File: config.mk
export PLATFORM = sky130hd
export DESIGN_NAME = pst_pin_state_control
export DESIGN_NICKNAME = d
export VERILOG_FILES = /design/src/core/pst_pkg.sv /design/src/core/pst_pin_cell.sv /design/src/core/pst_pin_state_control.sv
export SDC_FILE = /design/constraint.sdc
export NUM_CORES = 1
export LEC_CHECK = 0
export ABC_AREA = 0
export BUFFER_PORTS_ARGS = -buffer_cell sky130_fd_sc_hd__buf_4
export CAP_MARGIN = 10
export CORE_AREA = 8 8 249 251
export DETAILED_ROUTE_END_ITERATION = 8
export DIE_AREA = 0 0 257 259
export GPL_TIMING_DRIVEN = 0
export SYNTH_ARGS = -nofsm -noshare
export SYNTH_HDL_FRONTEND = slang
export SYNTH_SLANG_ARGS = --single-unit
File: constraint.sdc
create_clock -name ref_clk -period 2.7 [get_ports ref_clk]
set_input_delay 0.405 -clock ref_clk [delete_from_list [all_inputs] [get_ports ref_clk]]
set_output_delay 0.405 -clock ref_clk [all_outputs]
set_load 0.03 [all_outputs]
File: src/core/pst_pkg.sv
// pin state control package: pin layout, power states, modes, pin actions
// assumes the power state and mode straps come from the system controller
package pst_pkg;

  // ----------------------------------------
  // pin index layout of the flat pin vector
  // ----------------------------------------
  localparam int PIN_COUNT = 66;
  localparam int ADDR_LO = 0;
  localparam int ADDR_HI = 15;
  localparam int DATA_LO = 16;
  localparam int DATA_HI = 23;
  localparam int GPIO_LO = 24;
  localparam int GPIO_HI = 51;
  localparam int INPORT_LO = 52;
  localparam int INPORT_HI = 59;
  localparam int ECLK_PIN = 60;
  localparam int WAIT_PIN = 61;
  localparam int SYSCLK_PIN = 62;
  localparam int STROBE_LO = 63;
  localparam int STROBE_HI = 65;

  // ----------------------------------------
  // mode strap codes and reset values
  // ----------------------------------------
  localparam logic [1:0] MODE_CODE_EXP16 = 2'h1;
  localparam logic [1:0] MODE_CODE_EXPIO = 2'h2;
  localparam logic [1:0] MODE_CODE_SINGLE = 2'h3;
  localparam logic PAD_OUT_RST = 1'h0;
  localparam logic PAD_OE_N_RST = 1'h1;
  localparam logic PULL_UP_RST = 1'h0;
  localparam logic [7:0] BYTE_RST = 8'h00;
  localparam logic [27:0] GPIO_FN_NONE = 28'h0000000;

  // ----------------------------------------
  // enumerations
  // ----------------------------------------
  typedef enum logic [2:0] {
    PST_RESET,
    PST_HW_STBY,
    PST_SW_STBY,
    PST_SLEEP,
    PST_NORMAL
  } pst_power_t;

  typedef enum logic [1:0] {
    PST_MODE_EXP16,
    PST_MODE_EXPIO,
    PST_MODE_SINGLE
  } pst_mode_t;

  typedef enum logic [2:0] {
    PST_G_ADDR,
    PST_G_DATA,
    PST_G_GPIO,
    PST_G_INPORT,
    PST_G_ECLK,
    PST_G_WAIT,
    PST_G_SYSCLK,
    PST_G_STROBE
  } pst_group_t;

  // what a pin does in the current state
  typedef enum logic [2:0] {
    PST_ACT_FLOAT,
    PST_ACT_LOW,
    PST_ACT_HIGH,
    PST_ACT_FUNC,
    PST_ACT_HOLD,
    PST_ACT_PORT,
    PST_ACT_STBY_PORT
  } pst_act_t;

endpackage

File: src/core/pst_pin_cell.sv
// one pad driver: turns a pin action into registered level, enable and pull-up
// assumes direction and data bits come from the port registers outside
`timescale 1ns/1ns
module pst_pin_cell
  import pst_pkg::*;
(
  // clock and reset
  input wire logic ref_clk,
  input wire logic rst_b,
  // selection
  input wire pst_act_t act,
  input wire logic ddr,
  input wire logic port_data_bit,
  input wire logic fn_val,
  // peripheral takeover
  input wire logic per_en,
  input wire logic per_oe,
  input wire logic per_val,
  // pad side
  output logic pad_out_q,
  output logic pad_oe_n_q,
  output logic pull_up_q
);

  logic pad_out_d;
  logic pad_oe_n_d;
  logic pull_up_d;
  logic pull_allowed;
  logic port_out;
  logic port_oe_n;

  // ----------------------------------------
  // port function and peripheral takeover
  // ----------------------------------------
  assign port_out = per_en ? per_val : port_data_bit;
  assign port_oe_n = per_en ? ~per_oe : ~ddr;

  always_comb
  begin
    pad_out_d = pad_out_q;
    pad_oe_n_d = pad_oe_n_q;
    unique case (act)
      PST_ACT_FLOAT:
      begin
        pad_oe_n_d = 1'b1;
      end
      PST_ACT_LOW:
      begin
        pad_out_d = 1'b0;
        pad_oe_n_d = 1'b0;
      end
      PST_ACT_HIGH:
      begin
        pad_out_d = 1'b1;
        pad_oe_n_d = 1'b0;
      end
      PST_ACT_FUNC:
      begin
        pad_out_d = fn_val;
        pad_oe_n_d = 1'b0;
      end
      PST_ACT_HOLD:
      begin
        // keep level and enable; a held input stays undriven
        pad_out_d = pad_out_q;
        pad_oe_n_d = pad_oe_n_q | ~ddr;
      end
      PST_ACT_PORT:
      begin
        pad_out_d = port_out;
        pad_oe_n_d = port_oe_n;
      end
      PST_ACT_STBY_PORT:
      begin
        // peripherals are reinitialised, plain port bits rule
        pad_out_d = port_data_bit;
        pad_oe_n_d = ~ddr;
      end
    endcase
  end

  // ----------------------------------------
  // pull-up on undriven port inputs
  // ----------------------------------------
  assign pull_allowed = (act == PST_ACT_HOLD) || (act == PST_ACT_PORT) || (act == PST_ACT_STBY_PORT);
  assign pull_up_d = pull_allowed & pad_oe_n_d & ~ddr & port_data_bit;

  always_ff @(posedge ref_clk or negedge rst_b)
  begin
    if (!rst_b)
    begin
      pad_out_q <= PAD_OUT_RST;
      pad_oe_n_q <= PAD_OE_N_RST;
      pull_up_q <= PULL_UP_RST;
    end
    else
    begin
      pad_out_q <= pad_out_d;
      pad_oe_n_q <= pad_oe_n_d;
      pull_up_q <= pull_up_d;
    end
  end

endmodule

File: src/core/pst_pin_state_control.sv
// pin state control: selects drive, float, hold or port function for every pin
// assumes power state, mode straps, bus signals and port bits come from the core
`timescale 1ns/1ns
module pst_pin_state_control
  import pst_pkg::*;
(
  // clock and reset
  input wire logic ref_clk,
  input wire logic rst_b,
  // power state and mode straps
  input wire pst_power_t pwr_state,
  input wire logic [1:0] mode_pins,
  // bus side of the core
  input wire logic [15:0] bus_addr,
  input wire logic [7:0] bus_dout,
  input wire logic bus_drive,
  input wire logic address_strobe_n,
  input wire logic write_strobe_n,
  input wire logic read_strobe_n,
  input wire logic bus_clk,
  input wire logic sys_clk,
  // port registers and peripherals
  input wire logic [PIN_COUNT-1:0] ddr,
  input wire logic [PIN_COUNT-1:0] port_data_bit,
  input wire logic [PIN_COUNT-1:0] per_en,
  input wire logic [PIN_COUNT-1:0] per_oe,
  input wire logic [PIN_COUNT-1:0] per_val,
  // pads
  input wire logic [PIN_COUNT-1:0] pad_in,
  output logic [PIN_COUNT-1:0] pad_out_q,
  output logic [PIN_COUNT-1:0] pad_oe_n_q,
  output logic [PIN_COUNT-1:0] pull_up_q,
  // status back to the core
  output pst_mode_t mode_q,
  output logic [7:0] bus_din_q,
  output logic [7:0] inport_q,
  output logic bus_wait_q
);

  // ----------------------------------------
  // mode latch
  // ----------------------------------------
  logic mode_code_ok;
  logic mode_capture;
  pst_mode_t mode_dec;
  pst_mode_t mode_d;

  assign mode_code_ok = (mode_pins == MODE_CODE_EXP16) || (mode_pins == MODE_CODE_EXPIO)
    || (mode_pins == MODE_CODE_SINGLE);
  assign mode_dec = (mode_pins == MODE_CODE_EXP16) ? PST_MODE_EXP16
    : (mode_pins == MODE_CODE_EXPIO) ? PST_MODE_EXPIO : PST_MODE_SINGLE;
  // straps are sampled only while the chip sits in reset
  assign mode_capture = (pwr_state == PST_RESET) && mode_code_ok;
  assign mode_d = mode_capture ? mode_dec : mode_q;

  always_ff @(posedge ref_clk or negedge rst_b)
  begin
    if (!rst_b)
      mode_q <= PST_MODE_SINGLE;
    else
      mode_q <= mode_d;
  end

  // ----------------------------------------
  // group of each pin index
  // ----------------------------------------
  function automatic pst_group_t group_of(input int idx);
    pst_group_t g;
    g = PST_G_GPIO;
    if (idx <= ADDR_HI)
      g = PST_G_ADDR;
    else if (idx <= DATA_HI)
      g = PST_G_DATA;
    else if (idx <= GPIO_HI)
      g = PST_G_GPIO;
    else if (idx <= INPORT_HI)
      g = PST_G_INPORT;
    else if (idx == ECLK_PIN)
      g = PST_G_ECLK;
    else if (idx == WAIT_PIN)
      g = PST_G_WAIT;
    else if (idx == SYSCLK_PIN)
      g = PST_G_SYSCLK;
    else
      g = PST_G_STROBE;
    return g;
  endfunction

  // ----------------------------------------
  // single-chip pattern shared by bus pins
  // ----------------------------------------
  function automatic pst_act_t single_chip_act(input pst_power_t p);
    pst_act_t a;
    a = PST_ACT_FLOAT;
    unique case (p)
      PST_RESET: a = PST_ACT_FLOAT;
      PST_HW_STBY: a = PST_ACT_FLOAT;
      PST_SW_STBY: a = PST_ACT_HOLD;
      PST_SLEEP: a = PST_ACT_HOLD;
      PST_NORMAL: a = PST_ACT_PORT;
    endcase
    return a;
  endfunction

  // ----------------------------------------
  // action table: group x power state x mode
  // ----------------------------------------
  function automatic pst_act_t act_sel(
    input pst_group_t g,
    input pst_power_t p,
    input pst_mode_t m,
    input logic dir,
    input logic drv
  );
    pst_act_t a;
    logic m1;
    logic m2;
    logic exp;
    m1 = (m == PST_MODE_EXP16);
    m2 = (m == PST_MODE_EXPIO);
    exp = m1 | m2;
    a = PST_ACT_FLOAT;
    unique case (g)
      PST_G_ADDR:
      begin
        unique case (p)
          PST_RESET: a = m1 ? PST_ACT_LOW : PST_ACT_FLOAT;
          PST_HW_STBY: a = PST_ACT_FLOAT;
          PST_SW_STBY: a = m1 ? PST_ACT_LOW : ((m2 && dir) ? PST_ACT_LOW : PST_ACT_HOLD);
          PST_SLEEP: a = PST_ACT_HOLD;
          PST_NORMAL: a = m1 ? PST_ACT_FUNC : (m2 ? (dir ? PST_ACT_FUNC : PST_ACT_FLOAT) : PST_ACT_PORT);
        endcase
      end
      PST_G_DATA:
      begin
        if (exp)
          a = (p == PST_NORMAL && drv) ? PST_ACT_FUNC : PST_ACT_FLOAT;
        else
          a = single_chip_act(p);
      end
      PST_G_GPIO:
      begin
        unique case (p)
          PST_RESET: a = PST_ACT_FLOAT;
          PST_HW_STBY: a = PST_ACT_FLOAT;
          PST_SW_STBY: a = PST_ACT_STBY_PORT;
          PST_SLEEP: a = PST_ACT_HOLD;
          PST_NORMAL: a = PST_ACT_PORT;
        endcase
      end
      PST_G_INPORT:
      begin
        a = PST_ACT_FLOAT;
      end
      PST_G_ECLK:
      begin
        if (exp)
        begin
          unique case (p)
            PST_RESET: a = PST_ACT_FUNC;
            PST_HW_STBY: a = PST_ACT_FLOAT;
            PST_SW_STBY: a = dir ? PST_ACT_LOW : PST_ACT_FLOAT;
            PST_SLEEP: a = dir ? PST_ACT_FUNC : PST_ACT_FLOAT;
            PST_NORMAL: a = dir ? PST_ACT_FUNC : PST_ACT_FLOAT;
          endcase
        end
        else
          a = single_chip_act(p);
      end
      PST_G_WAIT:
      begin
        if (exp)
          a = PST_ACT_FLOAT;
        else
          a = single_chip_act(p);
      end
      PST_G_SYSCLK:
      begin
        unique case (p)
          PST_RESET: a = exp ? PST_ACT_FUNC : PST_ACT_FLOAT;
          PST_HW_STBY: a = PST_ACT_FLOAT;
          PST_SW_STBY: a = (exp || dir) ? PST_ACT_HIGH : PST_ACT_FLOAT;
          PST_SLEEP: a = (exp || dir) ? PST_ACT_FUNC : PST_ACT_FLOAT;
          PST_NORMAL: a = (exp || dir) ? PST_ACT_FUNC : PST_ACT_FLOAT;
        endcase
      end
      PST_G_STROBE:
      begin
        if (exp)
        begin
          unique case (p)
            PST_RESET: a = PST_ACT_HIGH;
            PST_HW_STBY: a = PST_ACT_FLOAT;
            PST_SW_STBY: a = PST_ACT_HIGH;
            PST_SLEEP: a = PST_ACT_HIGH;
            PST_NORMAL: a = PST_ACT_FUNC;
          endcase
        end
        else
          a = single_chip_act(p);
      end
    endcase
    return a;
  endfunction

  // ----------------------------------------
  // function values on the flat pin vector
  // ----------------------------------------
  logic [PIN_COUNT-1:0] fn_val;
  logic expanded;
  logic normal_run;

  assign fn_val = {read_strobe_n, write_strobe_n, address_strobe_n, sys_clk, 1'b0, bus_clk,
    BYTE_RST, GPIO_FN_NONE, bus_dout, bus_addr};
  assign expanded = (mode_q != PST_MODE_SINGLE);
  assign normal_run = (pwr_state == PST_NORMAL);

  // ----------------------------------------
  // one pad cell per pin
  // ----------------------------------------
  genvar gi;
  generate
    for (gi = 0; gi < PIN_COUNT; gi++)
    begin : g_pin
      pst_act_t act;
      logic dir_eff;
      // mode 1 address pins are outputs whatever their direction bit, so sleep keeps the address
      assign dir_eff = ddr[gi] | ((mode_q == PST_MODE_EXP16) && (gi <= ADDR_HI));
      assign act = act_sel(group_of(gi), pwr_state, mode_q, ddr[gi], bus_drive);
      pst_pin_cell u_cell (
        .ref_clk(ref_clk),
        .rst_b(rst_b),
        .act(act),
        .ddr(dir_eff),
        .port_data_bit(port_data_bit[gi]),
        .fn_val(fn_val[gi]),
        .per_en(per_en[gi]),
        .per_oe(per_oe[gi]),
        .per_val(per_val[gi]),
        .pad_out_q(pad_out_q[gi]),
        .pad_oe_n_q(pad_oe_n_q[gi]),
        .pull_up_q(pull_up_q[gi])
      );
    end
  endgenerate

  // ----------------------------------------
  // inputs seen by the core
  // ----------------------------------------
  logic [7:0] bus_din_d;
  logic [7:0] inport_d;
  logic bus_wait_d;
  logic wait_live;

  assign wait_live = expanded && normal_run;
  assign bus_din_d = (expanded && normal_run) ? pad_in[DATA_HI:DATA_LO] : bus_din_q;
  assign inport_d = normal_run ? pad_in[INPORT_HI:INPORT_LO] : inport_q;
  // wait pin is active low on the pad
  assign bus_wait_d = wait_live & ~pad_in[WAIT_PIN];

  always_ff @(posedge ref_clk or negedge rst_b)
  begin
    if (!rst_b)
    begin
      bus_din_q <= BYTE_RST;
      inport_q <= BYTE_RST;
      bus_wait_q <= 1'b0;
    end
    else
    begin
      bus_din_q <= bus_din_d;
      inport_q <= inport_d;
      bus_wait_q <= bus_wait_d;
    end
  end

endmodule

* Yosys cells after proc, flatten, opt, wreduce, memory -nomap -nowiden
Cells that the tools add are included.
Cells by class: equality and inequality tests 141, mux-type cells 346, bitwise logic cells 367, reductions and logical operators 140
Operators with widths (number):
- $pmux 1 s5 | 87
- $pmux 3 s5 | 16
- $mux 3 | 68
- $eq 3x3->1 const B | 67
- $and 1x1->1 | 175
- $eq 3x2->1 const B | 46
- $mux 1 | 118
- $not 1->1 | 117
- $pmux 1 s4 | 29
- $reduce_bool 5->1 | 20
- $or 1x1->1 | 75
- $eq 3x1->1 const B | 23
- $logic_not 3->1 | 23
- $reduce_or 3->1 | 23
- $logic_or 1x1->1 | 47
- $mux 2 | 23
- $pmux 3 s4 | 3
- $logic_and 1x1->1 | 19
- $pmux 3 s3 | 2
- $reduce_or 2->1 | 5
- $reduce_bool 4->1 | 2
- $eq 2x1->1 const B | 2
- $eq 2x2->1 const B | 2
- $logic_not 2->1 | 1
- $ne 2x2->1 const B | 1
Storage, ports and cells: register bits 193, input bits 433, output and inout port bits 217, word-level logic and storage cells 1172

* Depth between registers and ports, before layout
word-level depth 11, gate-level depth with buffers 8, depth with buffers taken out 5

* Modules after synthesis
A second synthesis with hierarchy kept.
Second synthesis, totals: cells, all modules 1582, area total of the unflattened synthesis 15303.4 µm²
Modules (own cells, without submodules):
- pst_pin_cell (g_pin[0].u_cell ...) | instances 39, cells an instance 20, area each 210.2 µm²
- pst_pin_cell (g_pin[45].u_cell ...) | instances 27, cells an instance 21, area each 196.4 µm²
- pst_pin_state_control | instances 1, cells an instance 235, area each 1801.7 µm²

* Worst setup path after synthesis
No wires, ideal clock.
path type register to register, from register mode_q[1], to register g_pin[16].u_cell.pad_out_q, setup time 0.134 ns, data arrival time 1.787 ns, slack 0.779 ns, cell stages (with the launch flop) 7, buffers on the path 3, path through dfstp_2 > buf_2 > buf_2 > buf_1 > o21ai_1 > a22oi_1 > o21ai_0
Between the ends: word-level cells in the longest chain between the ends 5, elaborated cells between the ends (all ways) 11
Ends and longest elaborated chain:
- from (decl) | line pst_pin_state_control.sv:34 | output pst_mode_t mode_q,
- from (signal assigned) | line pst_pin_state_control.sv:61 | mode_q <= mode_d;
- $eq 2x1->1 / $logic_not 2->1 (equally long branches) | line pst_pin_state_control.sv:120, pst_pin_state_control.sv:119
- $or 1x1->1 * | line pst_pin_state_control.sv:121 | exp = m1 | m2;
- $mux 3 * | line pst_pin_state_control.sv:136 | if (exp)
- $eq 3x3->1, or another cell as far along | line pst_pin_cell.sv:42 | unique case (act)
- $pmux 1 s5 / $reduce_bool 5->1 (equally long branches)
- to (signal assigned) | line pst_pin_cell.sv:98 | pad_out_q <= pad_out_d;
- to (decl) | line pst_pin_cell.sv:20 | output logic pad_out_q,
Every way passes the cells marked *; elsewhere a longest branch is shown, timed or not. A chain may end at the register's enable or synchronous reset.

* Worst setup path in the final report
from register mode_q[1], to register g_pin[5].u_cell.pad_out_q
Between the ends: word-level cells in the longest chain between the ends 7, elaborated cells between the ends (all ways) 16
Ends and longest elaborated chain:
- $eq 2x1->1 | line pst_pin_state_control.sv:120 | m2 = (m == PST_MODE_EXPIO);
- $logic_and 1x1->1 | line pst_pin_state_control.sv:129 | PST_SW_STBY: a = m1 ? PST_ACT_LOW : ((m2 && dir) ? PST_ACT_LOW : PST_ACT_HOLD);
- $mux 3 (2 in series) | line pst_pin_state_control.sv:129
- $pmux 3 s5 * | line pst_pin_state_control.sv:126 | unique case (p)
- $eq 3x3->1, or another cell as far along | line pst_pin_cell.sv:42
- $pmux 1 s5 / $reduce_bool 5->1 (equally long branches)
- to (signal assigned) | line pst_pin_cell.sv:98
- to (decl) | line pst_pin_cell.sv:20
Marked as above.

==> impl_metrics.tcl <==
set metrics [dict create \
    cts_tree "done" \
    synth_area_um2 11300 \
    worstPathArrival_ps 2860 \
    crit_top_cell "buf_2" \
    yosysWarnings 0 \
    power_leakage_nw 8.20 \
    wirelength_mm 56.8 \
    clkLatencyLatePin_ps 490 \
    r2r_slack_ps 220 \
    drc 0 \
    cts-buffers-inserted 17 \
    rr_worst_depth 6 \
    drt_iter0_drc 659 \
    htreeDepth 4 \
    top_layer "met5" \
    synth-edff-count 0 \
    setup_viol 0 \
    grt_usage 0.165 \
    rsz0062_at_grt "no" \
    antenna_found_initial 6 \
    worst_path_max_delay_cell "dfstp_2" \
    core_area_um2 58200 \
    ir_drop_v 0.000473 \
    worst_setup_path_end_kind "register" \
    cts_root_buffer "clkbuf_16" \
    io_buffers 530 \
    r2r-start "mode_q[1]" \
    fin_crit_sh 0.919 \
    avgSynthCellArea_um2 9.52 \
    crit_chain "buf_2, buf_2, nand2_1, buf_2, buf_2, o221ai_1" \
    met2_length_mm 27.6 \
    placed_cell_area_um2 16400 \
    tightest_slew_ps 1020 \
    ys_seq_elements 192 \
    num_rows 89 \
    status "finished, final reports clean" \
    drtAntennaViolNets 0 \
    grt_remaining_overflow 0 \
    critPathLaunch "mode_q[1]" \
    met3_length_mm 4.38 \
    yosys.area.top_type "dfrtp_1" \
    synth-main-ff-cell "dfrtp_1" \
    final_area_um2 17000 \
    power.density_nw_per_um2 608 \
    chipWidth_um 257 \
    area_growth_pct 50.1 \
    ys_top_cells_by_count "buf_4 (200), dfrtp_1 (133), nand2_1 (117), o21ai_0 (94), a21oi_1 (91)" \
    postSynth.asyncResetShare 1.00 \
    layout_setup_ws_ps 217 \
    cts_sinks 192 \
    crit_buf_inv 4 \
    max_slew_margin 0.317 \
    synth_cells 1192 \
    clock_path_buffers 2 \
    wl_per_cell_um 22.2 \
    final_layout_size_suffix_gt1_frac 0.511 \
    hpwl_mm 45.2 \
    synth.area.top_cells "dfrtp_1 (29%), dfstp_2 (14%), buf_4 (13%)" \
    grt_pass1_wl_mm 82.4 \
    grt_max_degree 98 \
    worstPathMaxFanout 10 \
    ioPinCount 650 \
    post-synth-top-count-cell "buf_4" \
    clkSlewWorstSetupHoldPaths_ps 80 \
    wl_met1_mm 22.9 \
    cp-endpoint "g_pin[5].u_cell.pad_out_q" \
    finalNetCount 2201 \
    path_class "register to register" \
    r2r_end "g_pin[5].u_cell.pad_out_q" \
    drt-pass1-iter-count 5 \
    finalHoldViolations 0 \
    gp_congestion 0.887 \
    worstPathRequired_ps 3080 \
    hold_class "primary input to register" \
    worstSetupStartpointType "register" \
    fmax_ghz 0.403 \
    synth-seq-area-share 0.430 \
    ys_types 57 \
    cp_slowest_stage_delay_ps 630 \
    skew_ps 14.1 \
    slew_violations 0 \
    max-cap-violations 0 \
    cp_num_cells 6 \
    period_minus_slack_ps 2480 \
    start_util 0.195 \
    routed_via_density 4.49 \
    fp.dieH_um 259 \
    place_ws_ps -324 \
    total_power_w 0.0104 \
    dr_total_vias 11500 \
    die_area_um2 66600 \
    grt_pass1_vias 12600 \
    critical-path-top-delay-family "buffers and inverters" \
    yosys.area.top_type_share 0.293 \
]
layout make-up:
| cell class | count | area (um^2) |
|---|---|---|
| diodes | 4 | 10.0 |
| plain buffers | 258 | 1760 |
| clock buffers | 18 | 439 |
| inverters | 18 | 67.6 |
| multi-input cells | 747 | 4730 |
| clock inverters | 14 | 145 |
| well taps | 773 | 967 |
| flip-flops and latches | 192 | 4880 |
| fillers | 6197 | 41200 |
| repair buffers | 532 | 4020 |
routing by layer:
metal	track usage	vias up
met5	0	-
met4	0.0715	2
met3	0.0523	105
met2	0.278	548
met1	0.193	5550
li1	-	5259
report_power, final:
part	leakage, nW	internal (W)	switching, W
registers	2.35	0.00336	0.000240
logic	5.57	0.00174	0.00230
clock network	0.284	0.00133	0.00138
cell families after synthesis:
kind of cell             share of synthesized area
AO/OA/AOI/OAI                                0.200
AND/OR/NAND/NOR                              0.162
buffers and inverters                        0.161
flip-flops                                   0.430
multiplexers                                0.0448
adder cells (fa/ha/maj)                    0.00221
other                                     0.000662
layout by cell type (no fill, tap or decap), types with 17 or more instances in the layout:
cell,netlist,final
a21boi_0,19,19
a21oi_1,91,91
a32oi_1,28,28
and3_1,18,18
buf_2,22,24
buf_4,200,729
clkbuf_1,25,25
clkbuf_16,0,17
conb_1,2,25
dfrtp_1,133,133
dfstp_2,59,59
inv_1,17,17
mux2_2,22,22
mux2i_1,26,26
nand2_1,117,117
nand3_1,17,17
nor2_1,50,49
nor3_1,25,25
nor4bb_1,17,17
o21ai_0,94,94
o221ai_1,26,26
sequential cells by signal (all words and copies together), names as in the netlist:
register,count
bus_wait_q,1
g_pin.u_cell.pad_oe_n_q,58
g_pin.u_cell.pull_up_q,57
bus_din_q,8
mode_q,2
g_pin.u_cell.pad_out_q,58
inport_q,8
worst min path at each step:
stage / start / endpoint / slack (ps) / depth (start not counted)
global route: pad_in[61] / bus_wait_q / 20 / 2
finish: ddr[61] / g_pin[61].u_cell.pad_oe_n_q / 60 / 2
CTS: ddr[61] / g_pin[61].u_cell.pad_oe_n_q / 2 / 2
floorplan: rst_b / bus_din_q[0] / 110 / 0
global placement: inport_q[4] / inport_q[4] / 460 / 2
detailed placement: inport_q[0] / inport_q[0] / 460 / 2
metrics by stage:
| stage | utilization | TNS (ps) | hold slack (ps) | cells |
|---|---|---|---|---|
| after global placement | 0.281 | -47440 | 465 | 2518 |
| after CTS | 0.292 | 0 | 2.42 | 2552 |
| after global routing | 0.292 | 0 | 20.6 | 2554 |
| final | 0.292 | 0 | 55.7 | 2556 |
| after detailed placement | 0.282 | -9060 | 464 | 2519 |
| after floorplan | - | 0 | 109 | 1215 |
repair_timing:
action / 4_1_cts / 5_1_grt
hold buffers: 1 / 0
endpoints found under the setup margin: 17 / 4
buffers inserted: 0 / 0
resized for setup: 2 / 2
hold endpoints to repair: 43 / 0
cloned: 0 / 0
Power figures use the tool's default switching activity.
